**src/iupr_format.sv**
```systemverilog
// package of shared constants and types, plus the fault-format view module
`timescale 1ns/1ps
`default_nettype none

package iupr_pkg;
	// register indices of the privileged register space
	localparam logic [7:0] IDX_FAULT_CTL    = 8'h01;
	localparam logic [7:0] IDX_DFAULT_VIEW  = 8'h02;
	localparam logic [7:0] IDX_TAG_STAGE    = 8'h03;
	localparam logic [7:0] IDX_ENTRY_STAGE  = 8'h04;
	localparam logic [7:0] IDX_FLUSH_NG     = 8'h05;
	localparam logic [7:0] IDX_FLUSH_ALL    = 8'h06;
	localparam logic [7:0] IDX_FLUSH_SINGLE = 8'h07;
	localparam logic [5:0] IDX_INTERRUPT_ENABLE_AND_MODE_HI    = 6'h02;
	localparam logic [7:0] IDX_PROF_PC      = 8'h10;
	localparam logic [7:0] IDX_EXC_PC       = 8'h11;
	localparam logic [7:0] IDX_IFAULT_VIEW  = 8'h12;

	// itlb geometry
	localparam int         ITLB_ENTRIES = 8;
	localparam int         PTR_W        = 3;
	localparam logic [2:0] PTR_RESET    = 3'h0;

	// field positions
	localparam int VPN_LO     = 13;
	localparam int VPN_HI     = 47;
	localparam int ASN_LO     = 39;
	localparam int ASN_HI     = 46;
	localparam int VPTB_LO    = 30;
	localparam int CTL_COMPACT = 2;
	localparam int CTL_WIDE    = 1;
	localparam int PTE_ASM    = 4;
	localparam int PTE_GH_LO  = 5;
	localparam int PTE_GH_HI  = 6;
	localparam int PTE_PFN_LO = 13;
	localparam int PTE_PFN_HI = 43;
	localparam int IER_LO     = 13;
	localparam int IER_HI     = 38;
	localparam int CM_LO      = 3;
	localparam int CM_HI      = 4;
	localparam int WR_IER_BIT = 1;
	localparam int WR_CM_BIT  = 0;

	// reset values
	localparam logic [25:0] IER_RESET  = 26'h0;
	localparam logic [33:0] VPTB_RESET = 34'h0;

	typedef enum logic [1:0] {
		IUPR_KERNEL     = 2'b00,
		IUPR_EXECUTIVE  = 2'b01,
		IUPR_SUPERVISOR = 2'b10,
		IUPR_USER       = 2'b11
	} iupr_mode_t;

	typedef struct packed {
		logic        valid;
		logic [34:0] vpn;
		logic [7:0]  address_space_tag;
		logic        asm_bit;
		logic [1:0]  gh;
		logic [30:0] pfn;
	} iupr_entry_t;

	typedef struct packed {
		logic        valid;
		logic [7:0]  index;
		logic [63:0] data;
	} iupr_wr_t;

	typedef struct packed {
		logic        valid;
		logic        is_interrupt;
		logic        priv_mode;
		logic [63:0] fault_pc;
		logic [63:0] next_pc;
	} iupr_exc_t;
endpackage

//////////////////////////////////////////////////////////////////////////////

module iupr_pte_format (
	// page table base and format selects
	input  wire logic [33:0] vptb,
	input  wire logic        wide,
	input  wire logic        compact,
	// faulting address and view
	input  wire logic [63:0] va,
	output logic      [63:0] view
);
	always_comb begin
		case ({compact, wide})
			2'b00:   view = {vptb[33:3], va[42:13], 3'h0};
			2'b01:   view = {vptb[33:8], va[47:13], 3'h0};
			2'b10:   view = {vptb, 8'h0, va[31:13], 3'h0};
			default: view = 64'h0;
		endcase
	end
endmodule // iupr_pte_format

`default_nettype wire

```
**src/iupr_regs.sv**
```systemverilog
// privileged register bank of the instruction unit
//
// Contract
// data fault view gives pte address from fault address and control bits.
// view layout follows wide and compact bits; both set reads zero.
// tag write lands in a holding register, no entry changes.
// entry staging write retiring fills one entry with tag and entry.
// fill entry chosen round-robin, entry 0 first after reset.
// nonglobal flush clears entries without global bit; icache untouched.
// flush-all clears every entry and rewinds the fill pointer.
// single flush clears entries matching page, hint mask and address tag.
// single flush also clears matching pages with global bit set.
// single flush leaves the instruction cache alone.
// profiled pc register: pc in 63:2, bit 1 zero, bit 0 physical flag.
// exception pc updates on every exception; bit 0 flags privileged mode.
// faults and synchronous traps capture the faulting instruction pc.
// interrupts capture the pc of the next instruction.
// instruction fault view from exception pc and unit control bits.
// index bits 7:2 equal 000010 select enable-and-mode register.
// index bit 1 writes enables, bit 0 writes mode.
// read of enable-and-mode returns both fields.
// enable fields at 38:33, 32, 31, 30:29, 28:14, all read-write.
// trap enable bit 13 passes only per-mode enabled trap requests.
// current mode in 4:3: kernel, executive, supervisor, user.
// wide bit clear selects 43-bit layout, set selects 48-bit; with compact set the code gives the 32-bit layout, or zero if wide is set.
`timescale 1ns/1ps
`default_nettype none

module iupr_regs (
	// clock and reset
	input  wire logic                  clk,
	input  wire logic                  rst,
	// privileged register writes, taken when retired
	input  wire iupr_pkg::iupr_wr_t    priv_wr,
	// privileged register reads
	input  wire logic                  rd_valid,
	input  wire logic [7:0]            rd_index,
	output logic                       rd_ack,
	output logic      [63:0]           rd_data,
	// fault and exception events
	input  wire logic                  dfault_valid,
	input  wire logic [63:0]           dfault_va,
	input  wire iupr_pkg::iupr_exc_t   exc,
	input  wire logic                  prof_valid,
	input  wire logic [63:0]           prof_pc,
	input  wire logic                  prof_physical,
	// context and unit control
	input  wire logic [63:0]           process_context,
	input  wire logic [33:0]           ictl_vptb,
	input  wire logic                  ictl_wide,
	input  wire logic                  ictl_compact,
	// trap requests
	input  wire logic [3:0]            ast_requests,
	input  wire logic [3:0]            per_mode_async_trap_enables,
	// fetch lookup
	input  wire logic [63:0]           lookup_va,
	output logic                       lookup_hit,
	output logic      [30:0]           lookup_pfn,
	// state towards the pipeline
	output logic      [25:0]           int_enables,
	output iupr_pkg::iupr_mode_t       current_privilege,
	output logic      [3:0]            ast_pending,
	output logic      [iupr_pkg::ITLB_ENTRIES-1:0] itlb_valid
);

	//////////////////////////////////////////////////////////////////////////
	// write decode

	logic wr_ctl;
	logic wr_tag;
	logic wr_entry;
	logic wr_flush_ng;
	logic wr_flush_all;
	logic wr_flush_single;
	logic wr_interrupt_enable_and_mode;

	always_comb begin
		wr_ctl          = priv_wr.valid &&
			priv_wr.index == iupr_pkg::IDX_FAULT_CTL;
		wr_tag          = priv_wr.valid &&
			priv_wr.index == iupr_pkg::IDX_TAG_STAGE;
		wr_entry        = priv_wr.valid &&
			priv_wr.index == iupr_pkg::IDX_ENTRY_STAGE;
		wr_flush_ng     = priv_wr.valid &&
			priv_wr.index == iupr_pkg::IDX_FLUSH_NG;
		wr_flush_all    = priv_wr.valid &&
			priv_wr.index == iupr_pkg::IDX_FLUSH_ALL;
		wr_flush_single = priv_wr.valid &&
			priv_wr.index == iupr_pkg::IDX_FLUSH_SINGLE;
		wr_interrupt_enable_and_mode       = priv_wr.valid &&
			priv_wr.index[7:2] == iupr_pkg::IDX_INTERRUPT_ENABLE_AND_MODE_HI;
	end

	//////////////////////////////////////////////////////////////////////////
	// fault address control and captured fault address

	logic [33:0] fault_vptb;
	logic        fault_wide;
	logic        fault_compact;
	logic [63:0] faulting_virtual_address;

	always_ff @(posedge clk) begin
		if (rst) begin
			fault_vptb    <= iupr_pkg::VPTB_RESET;
			fault_wide    <= 1'b0;
			fault_compact <= 1'b0;
		end else if (wr_ctl) begin
			fault_vptb    <= priv_wr.data[63:iupr_pkg::VPTB_LO];
			fault_wide    <= priv_wr.data[iupr_pkg::CTL_WIDE];
			fault_compact <= priv_wr.data[iupr_pkg::CTL_COMPACT];
		end
	end

	always_ff @(posedge clk) begin
		if (rst) begin
			faulting_virtual_address <= 64'h0;
		end else if (dfault_valid) begin
			faulting_virtual_address <= dfault_va;
		end
	end

	//////////////////////////////////////////////////////////////////////////
	// profiled pc and exception pc

	logic [63:0] profiled_instruction_pc;
	logic [63:0] exception_pc;

	always_ff @(posedge clk) begin
		if (rst) begin
			profiled_instruction_pc <= 64'h0;
		end else if (prof_valid) begin
			profiled_instruction_pc <= {prof_pc[63:2], 1'b0,
				prof_physical};
		end
	end

	always_ff @(posedge clk) begin
		if (rst) begin
			exception_pc <= 64'h0;
		end else if (exc.valid) begin
			if (exc.is_interrupt) begin
				exception_pc <= {exc.next_pc[63:1], exc.priv_mode};
			end else begin
				exception_pc <= {exc.fault_pc[63:1], exc.priv_mode};
			end
		end
	end

	//////////////////////////////////////////////////////////////////////////
	// fault format views

	logic [63:0] data_fault_pte_address_view;
	logic [63:0] instr_fault_pte_address_view;


	iupr_pte_format u_data_view (
		.vptb    (fault_vptb),
		.wide    (fault_wide),
		.compact (fault_compact),
		.va      (faulting_virtual_address),
		.view    (data_fault_pte_address_view)
	);


	iupr_pte_format u_instr_view (
		.vptb    (ictl_vptb),
		.wide    (ictl_wide),
		.compact (ictl_compact),
		.va      (exception_pc),
		.view    (instr_fault_pte_address_view)
	);

	//////////////////////////////////////////////////////////////////////////
	// enables and current mode

	always_ff @(posedge clk) begin
		if (rst) begin
			int_enables <= iupr_pkg::IER_RESET;
		end else if (wr_interrupt_enable_and_mode && priv_wr.index[iupr_pkg::WR_IER_BIT]) begin
			int_enables <= priv_wr.data[iupr_pkg::IER_HI:iupr_pkg::IER_LO];
		end
	end

	always_ff @(posedge clk) begin
		if (rst) begin
			current_privilege <= iupr_pkg::IUPR_KERNEL;
		end else if (wr_interrupt_enable_and_mode && priv_wr.index[iupr_pkg::WR_CM_BIT]) begin
			current_privilege <= iupr_pkg::iupr_mode_t'(
				priv_wr.data[iupr_pkg::CM_HI:iupr_pkg::CM_LO]);
		end
	end

	// bit 0 of the enables is the trap enable
	always_ff @(posedge clk) begin
		if (rst) begin
			ast_pending <= 4'h0;
		end else begin
			ast_pending <= int_enables[0] ?
				(ast_requests & per_mode_async_trap_enables) : 4'h0;
		end
	end

	//////////////////////////////////////////////////////////////////////////
	// itlb staging, fill pointer and entries

	localparam int PTR_W_L = iupr_pkg::PTR_W;

	logic [34:0]                   staged_vpn;
	logic [PTR_W_L-1:0]            fill_ptr;
	iupr_pkg::iupr_entry_t         entries [iupr_pkg::ITLB_ENTRIES];
	logic [iupr_pkg::ITLB_ENTRIES-1:0] single_hit;
	logic [iupr_pkg::ITLB_ENTRIES-1:0] lookup_match;
	logic [iupr_pkg::ITLB_ENTRIES-1:0] itlb_valid_next;

	always_ff @(posedge clk) begin
		if (rst) begin
			staged_vpn <= 35'h0;
		end else if (wr_tag) begin
			staged_vpn <= priv_wr.data[iupr_pkg::VPN_HI:iupr_pkg::VPN_LO];
		end
	end

	always_ff @(posedge clk) begin
		if (rst) begin
			fill_ptr <= iupr_pkg::PTR_RESET;
		end else if (wr_flush_all) begin
			fill_ptr <= iupr_pkg::PTR_RESET;
		end else if (wr_entry) begin
			fill_ptr <= fill_ptr + 3'h1;
		end
	end

	function automatic logic [34:0] gh_mask(input logic [1:0] gh);
		case (gh)
			2'b00:   gh_mask = 35'h7ffffffff;
			2'b01:   gh_mask = 35'h7fffffff8;
			2'b10:   gh_mask = 35'h7ffffffc0;
			default: gh_mask = 35'h7fffffe00;
		endcase
	endfunction

	genvar gi;
	generate
		for (gi = 0; gi < iupr_pkg::ITLB_ENTRIES; gi++) begin : g_entry
			logic [34:0] msk;
			logic        page_eq;
			logic        look_eq;
			assign msk     = gh_mask(entries[gi].gh);
			assign page_eq = ((entries[gi].vpn ^ priv_wr.data[47:13]) &
				msk) == 35'h0;
			assign look_eq = ((entries[gi].vpn ^ lookup_va[47:13]) &
				msk) == 35'h0;
			assign single_hit[gi] = page_eq && (entries[gi].asm_bit ||
				entries[gi].address_space_tag ==
				process_context[iupr_pkg::ASN_HI:iupr_pkg::ASN_LO]);
			assign lookup_match[gi] = entries[gi].valid && look_eq &&
				(entries[gi].asm_bit || entries[gi].address_space_tag ==
				process_context[iupr_pkg::ASN_HI:iupr_pkg::ASN_LO]);
			assign itlb_valid_next[gi] = entries[gi].valid;
		end
	endgenerate

	// flushes never touch the instruction cache: no port reaches it
	always_ff @(posedge clk) begin
		if (rst) begin
			for (int i = 0; i < iupr_pkg::ITLB_ENTRIES; i++) begin
				entries[i] <= '0;
			end
		end else begin
			for (int i = 0; i < iupr_pkg::ITLB_ENTRIES; i++) begin
				if (wr_flush_all) begin
					entries[i].valid <= 1'b0;
				end else if (wr_flush_ng && !entries[i].asm_bit) begin
					entries[i].valid <= 1'b0;
				end else if (wr_flush_single && single_hit[i]) begin
					entries[i].valid <= 1'b0;
				end else if (wr_entry && fill_ptr == i[PTR_W_L-1:0]) begin
					entries[i].valid   <= 1'b1;
					entries[i].vpn     <= staged_vpn;
					entries[i].address_space_tag     <= process_context[
						iupr_pkg::ASN_HI:iupr_pkg::ASN_LO];
					entries[i].asm_bit <= priv_wr.data[iupr_pkg::PTE_ASM];
					entries[i].gh      <= priv_wr.data[
						iupr_pkg::PTE_GH_HI:iupr_pkg::PTE_GH_LO];
					entries[i].pfn     <= priv_wr.data[
						iupr_pkg::PTE_PFN_HI:iupr_pkg::PTE_PFN_LO];
				end
			end
		end
	end

	always_ff @(posedge clk) begin
		if (rst) begin
			itlb_valid <= '0;
		end else begin
			itlb_valid <= itlb_valid_next;
		end
	end

	//////////////////////////////////////////////////////////////////////////
	// fetch lookup

	logic [30:0] next_lookup_pfn;

	always_comb begin
		next_lookup_pfn = 31'h0;
		for (int i = 0; i < iupr_pkg::ITLB_ENTRIES; i++) begin
			if (lookup_match[i]) begin
				next_lookup_pfn = entries[i].pfn;
			end
		end
	end

	always_ff @(posedge clk) begin
		if (rst) begin
			lookup_hit <= 1'b0;
			lookup_pfn <= 31'h0;
		end else begin
			lookup_hit <= |lookup_match;
			lookup_pfn <= next_lookup_pfn;
		end
	end

	//////////////////////////////////////////////////////////////////////////
	// read path

	logic [63:0] next_rd_data;

	always_comb begin
		next_rd_data = 64'h0;
		if (rd_index[7:2] == iupr_pkg::IDX_INTERRUPT_ENABLE_AND_MODE_HI) begin
			next_rd_data[iupr_pkg::IER_HI:iupr_pkg::IER_LO] = int_enables;
			next_rd_data[iupr_pkg::CM_HI:iupr_pkg::CM_LO] =
				current_privilege;
		end else begin
			case (rd_index)
				iupr_pkg::IDX_DFAULT_VIEW:
					next_rd_data = data_fault_pte_address_view;
				iupr_pkg::IDX_PROF_PC:
					next_rd_data = profiled_instruction_pc;
				iupr_pkg::IDX_EXC_PC:
					next_rd_data = exception_pc;
				iupr_pkg::IDX_IFAULT_VIEW:
					next_rd_data = instr_fault_pte_address_view;
				default:
					next_rd_data = 64'h0;
			endcase
		end
	end

	always_ff @(posedge clk) begin
		if (rst) begin
			rd_ack  <= 1'b0;
			rd_data <= 64'h0;
		end else begin
			rd_ack  <= rd_valid;
			rd_data <= rd_valid ? next_rd_data : 64'h0;
		end
	end

endmodule // iupr_regs

`default_nettype wire

```
**config.mk**
```make
export PLATFORM = sky130hd
export DESIGN_NAME = iupr_regs
export DESIGN_NICKNAME = d
export VERILOG_FILES = /design/src/iupr_format.sv /design/src/iupr_regs.sv
export SDC_FILE = /design/constraint.sdc
export NUM_CORES = 2
export LEC_CHECK = 0
export ABC_AREA = 0
export BUFFER_PORTS_ARGS = -buffer_cell sky130_fd_sc_hd__buf_2
export CORE_UTILIZATION = 62
export DETAILED_ROUTE_END_ITERATION = 10
export PLACE_DENSITY = 0.85
export SYNTH_ARGS = -nofsm -noshare
export SYNTH_HDL_FRONTEND = slang
export SYNTH_SLANG_ARGS = --single-unit
```
**constraint.sdc**
```tcl
create_clock -name clk -period 6.9 [get_ports clk]
set_clock_uncertainty 0.2 [all_clocks]
set_input_delay 0.345 -clock clk [delete_from_list [all_inputs] [get_ports clk]]
set_output_delay 0.345 -clock clk [all_outputs]
set_load 0.02 [all_outputs]
```
* After elaboration in Yosys (flattened, before gate mapping)
Memories as Yosys holds them, arrays and structs flattened. Index checks and enable logic that the tools add are counted.
Storage, ports and cells: bits in registers 386, bits in writable memories 624, input port bits 518, output and inout bits 137, logic and storage cells 497, memories 1
Cells by class: add/sub/neg operators 1, equality and inequality tests 47, multiplexer cells 219, bitwise operators 107, reductions and logical operators 105
Memory list:
- entries | depth 8, width 78, read ports 8, clocked after Yosys merged registers in 0, write ports 8, RTL line iupr_regs.sv:210 | iupr_pkg::iupr_entry_t entries [iupr_pkg::ITLB_ENTRIES];
Operator list (count):
- $and 35x35->35 | 16
- $logic_not 35->1 | 16
- $xor 35x35->35 | 16
- $mux 31 | 16
- $pmux 64 s3 | 2
- $mux 35 | 8
- $pmux 64 s4 | 1
- $pmux 9 s3 | 8
- $mux 1 | 165
- $or 1x1->1 | 72
- $eq 8x8->1 | 8
- $mux 64 | 1
- $mux 8 | 8
- $logic_and 1x1->1 | 57
- $eq 8x3->1 const B | 4
- $mux 26 | 1
- $eq 8x5->1 const B | 3
- $eq 2x1->1 const B | 10
- $eq 2x2->1 const B | 10
- $logic_not 2->1 | 10
- $mux 2 | 9
- $eq 8x2->1 const B | 2
- $eq 3x3->1 const B | 4
- $eq 6x2->1 const B | 2
- 12 further kinds | 30

* Logic depth before layout (Yosys ltp)
An unclocked memory read counts as a cell.
depth after elaboration 15, gate-level depth with buffers 12, depth with buffers taken out 8

* Cells and area by module
A second synthesis with hierarchy kept.
Second synthesis, totals: cell total of the unflattened synthesis 4397, area, all modules 47528.1 um^2
Modules (own cells, without submodules):
- iupr_regs | instances 1, cells each 4247, area an instance 46449.5 um^2, sequential area each 26785.7 um^2
- iupr_pte_format | instances 2, cells each 75, area an instance 539.3 um^2, sequential area each 0.0 um^2

* Least setup slack after synthesis
No wires, ideal clock.
path type in2reg, start input port priv_wr[69] (netlist name), end memory entries[0][100] (netlist name), enable pin, setup time 0.437 ns, arrival 3.806 ns, data required time 6.263 ns, setup slack 2.457 ns, cell stages on the path 8, path buffers 2, cell sequence nor4_1 nand3_1 nor4_4 and2_1 o211ai_1 clkbuf_1 clkbuf_1 nand2_1
RTL lines:
- from (decl) | RTL line iupr_regs.sv:34 | input wire iupr_pkg::iupr_wr_t priv_wr,
- to (decl) | RTL line iupr_regs.sv:210

* Worst setup path after layout
start input port process_context[44], end register lookup_pfn[17]
Between the ends: cells in the longest elaborated chain, start to end 11, elaborated cells on any way between the ends 32, those cells by class eq/ne (8); mux (8); reduce/logical (16)
Ends and longest elaborated chain:
- from (decl) | RTL line iupr_regs.sv:48 | input wire logic [63:0] process_context,
- $eq 8x8->1 | RTL line iupr_regs.sv:257 | (entries[gi].asm_bit || entries[gi].address_space_tag ==
- $logic_or 1x1->1 | RTL line iupr_regs.sv:257
- $logic_and 1x1->1 | RTL line iupr_regs.sv:256 | assign lookup_match[gi] = entries[gi].valid && look_eq &&
- $mux 31 (7 in a row) | RTL line iupr_regs.sv:308 | if (lookup_match[i]) begin
- $mux 31 (*) | RTL line iupr_regs.sv:308
- to (signal assigned) | RTL line iupr_regs.sv:320 | lookup_pfn <= next_lookup_pfn;
- to (decl) | RTL line iupr_regs.sv:58 | output logic [30:0] lookup_pfn,
Mark *: on every way between the ends. The rest lies on a longest branch, timed or not. A chain may end at the register's enable or synchronous reset.

==> flow_metrics.env <==
export IMPL_grt_max_degree=107
export IMPL_tritoncts="done"
export IMPL_critPathMaxStageDelay_ns=0.98
export IMPL_grt_pass1_vias=38000
export IMPL_antenna_found_initial=33
export IMPL_clk_latency_ns=0.69
export IMPL_p_int_mw=10.4
export IMPL_place_hpwl_um=107000
export IMPL_failed_checks="max-slew violations"
export IMPL_cts_root_buf="clkbuf_16"
export IMPL_cts_sinks=997
export IMPL_drive_gt1_frac=0.172
export IMPL_critPathKind="in2reg"
export IMPL_worstMarginPinSlew_ns=1.63
export IMPL_cp_arrival_ns=5.03
export IMPL_yosysUniqueCellTypes=71
export IMPL_dieArea_um2=74900
export IMPL_die_h_um=274
export IMPL_syn_nets=4615
export IMPL_yosysTopAreaCell="edfxtp_1"
export IMPL_core_area_um2=73000
export IMPL_slew_headroom=-0.0857
export IMPL_area_growth_pct=21.6
export IMPL_comb_power_share=0.096
export IMPL_rows=99
export IMPL_wl_per_cell_um=31.0
export IMPL_status="complete, but fails checks"
export IMPL_cts_buffers=100
export IMPL_synth_cells=4091
export IMPL_die_w_um=274
export IMPL_start_util=0.627
export IMPL_p_seq_frac=0.488
export IMPL_setup_violations=0
export IMPL_ys_ff_latch=997
export IMPL_synth_simple_area_share=0.126
export IMPL_drc_errors=0
export IMPL_fin_tns_setup_ns=0
export IMPL_drt_antenna_violating_nets=0
export IMPL_grt_overflow=0
export IMPL_fmax_ghz=0.214
export IMPL_drt_iter0_drc=6990
export IMPL_hold_path_class="in2reg"
export IMPL_io_pins=655
export IMPL_synthAdderAreaFrac=0.00164
export IMPL_p_leak_nw=22.1
export IMPL_rsz0062_at_grt="false"
export IMPL_syn_mean_instance_area_um2=11.2
export IMPL_crit_fanout=34
export IMPL_timing_final_max_slew_violations=1
export IMPL_yosys_top_cells_area="edfxtp_1, dfxtp_1, xnor2_1"
export IMPL_path_cells="dlygate4sd3_1 -> buf_2 -> xor2_1 -> nor4_1 -> a21oi_1 -> nor4_1 -> and2_1 -> buf_4 -> or2_1 -> a221oi_1 -> o221a_1"
export IMPL_htree_levels=3
export IMPL_p_per_area_nw_per_um2=246
export IMPL_synth_compound_gate_area_share=0.0807
export IMPL_fin_ws_ns=2.22
export IMPL_place_ws_ns=2.24
export IMPL_place_congestion=1.03
export IMPL_ys_seq_area_frac=0.573
export IMPL_muxShareOfSynthArea=0.0622
export IMPL_drt_total_wl_um=182000
export IMPL_period_share=0.678
export IMPL_drt_pre_antenna_iters=11
export IMPL_cp_common_cell="nor4_1"
export IMPL_ys_warn_count=0
export IMPL_cp_start_kind="primary input"
export IMPL_async_reset_ff_frac=0
export IMPL_fin_worst_hold_slack_ns=0.0159
export IMPL_synth_top_family_by_area="simple AND/OR/NAND/NOR gates"
export IMPL_peakVddDrop_uv=223
export IMPL_switchingPower_mw=3.34
export IMPL_required_ns=7.25
export IMPL_fin_util=0.763
export IMPL_worst_path_max_delay_cell="or2_1"
export IMPL_grt_pass1_wl_um=254000
export IMPL_via_per_inst=6.79
export IMPL_synth_top_area_share=0.409
export IMPL_num_vias=39800
export IMPL_synth_edf_count=624
export IMPL_path_clk_slew_ns=0.06
export IMPL_grtUsageTotal=0.475
export IMPL_nNetsFinal=5319
export IMPL_clkPwrFrac=0.416
export IMPL_numPortBuffers=529
export IMPL_yosys_area_share_xor_xnor=0.120
export IMPL_synth_flop_cell="edfxtp_1"
export IMPL_cts_max_path_buffers=3
export IMPL_hold_violations=0
export IMPL_p_sw_frac=0.244
export IMPL_drv_cap=0
export IMPL_fin_crit_ns=4.68
export IMPL_syn_area_um2=45800
export IMPL_endpoint_kind="flop"
export IMPL_fillCellCount=4312
==> layout make-up <==
type	count	area, µm²	area share
multi-input combinational	2683	18100	0.325
tap	959	1200	0.0216
clock buffer	148	2980	0.0536
clock inverter	40	443	0.00796
antenna	23	57.6	0.00103
inverter	111	419	0.00753
sequential	997	26200	0.471
timing repair buffer	902	6260	0.113
==> routing by layer <==
layer / share of wire / up-vias / GRT usage / wire length [µm]
met5: 0.0013 / - / 0.00899 / 228
li1: - / 15900 / - / -
met3: 0.17 / 1209 / 0.207 / 31300
met4: 0.098 / 24 / 0.367 / 17800
met1: 0.31 / 18700 / 0.564 / 57000
met2: 0.41 / 4062 / 0.675 / 75300
==> through the flow <==
stage / total power [mW] / instance area [µm²] / instances
finish: 13.7 / 55600 / 5863
global route: 13.9 / 55600 / 5847
CTS: 13.5 / 55600 / 5838
detailed placement: 7.82 / 48900 / 5330
global placement: 7.79 / 48900 / 5330
floorplan: 7.40 / 45800 / 4091
==> cell families after synthesis <==
logic type	count (synthesis)
compound gates	484
xor+xnor	625
fa+ha+maj	6
buf+inv	411
flops	997
mux	278
simple gates	1290
==> cell usage in the layout, fill, tap and decap left out, drive strengths merged, types with 66 or more instances in the layout <==
master,netlist,routed
nor2,694,694
edfxtp,624,624
buf,111,582
dfxtp,373,373
xnor2,363,363
dlygate4sd3,0,320
xor2,262,262
mux2i,228,228
nand2,224,224
clkbuf,189,148
inv,111,114
a21oi,112,112
and2,81,81
nor4,77,77
nand4,69,69
a211oi,66,66
==> worst paths after layout <==
kind / from / to / slack (ns) / cells past startpoint
min reg2reg: fault_vptb[10] / fault_vptb[10] / 0.26 / 2
max reg2reg: entries[1][190] / lookup_pfn[17] / 2.25 / 9
min: process_context[39] / entries[0][34] / 0.02 / 2
max: process_context[44] / lookup_pfn[17] / 2.22 / 11
==> critical path: cells and delay by family <==
kind	cells	cell delay (ns)
XOR/XNOR	1	0.19
AO/OA/AOI/OAI	3	0.96
buffers and inverters	3	1.21
AND/OR/NAND/NOR	4	2.30
==> cells in the mapped netlist (all sizes together) (69+ instances only) <==
cell,n
dfxtp,373
clkbuf,189
nand4,69
buf,111
inv,111
mux2i,228
and2,81
xor2,262
nor4,77
nand2,224
edfxtp,624
nor2,694
xnor2,363
a21oi,112
==> repair_timing <==
action                                  in CTS  in global routing
hold endpoints to repair                   251                  0
resized for setup                            0                  0
buffers inserted                             0                  0
endpoints found under the setup margin       0                  0
hold buffers                               320                  0
==> sequential cells by signal, indices dropped and copies added, names as in the netlist, 31 cells and up <==
| register | flops |
|---|---|
| rd_data | 64 |
| staged_vpn | 35 |
| profiled_instruction_pc | 63 |
| entries | 624 |
| faulting_virtual_address | 35 |
| fault_vptb | 34 |
| exception_pc | 64 |
| lookup_pfn | 31 |
==> power by group through the flow <==
stage	Combinational (mW)	Clock [mW]	Sequential, mW
after floorplan	0.638	0	6.76
after global placement	1.01	0	6.78
after detailed placement	1.03	0	6.80
after CTS	1.20	5.64	6.67
after global routing	1.34	5.88	6.70
final	1.31	5.70	6.69
No activity file was read; power rests on OpenSTA's default activity.
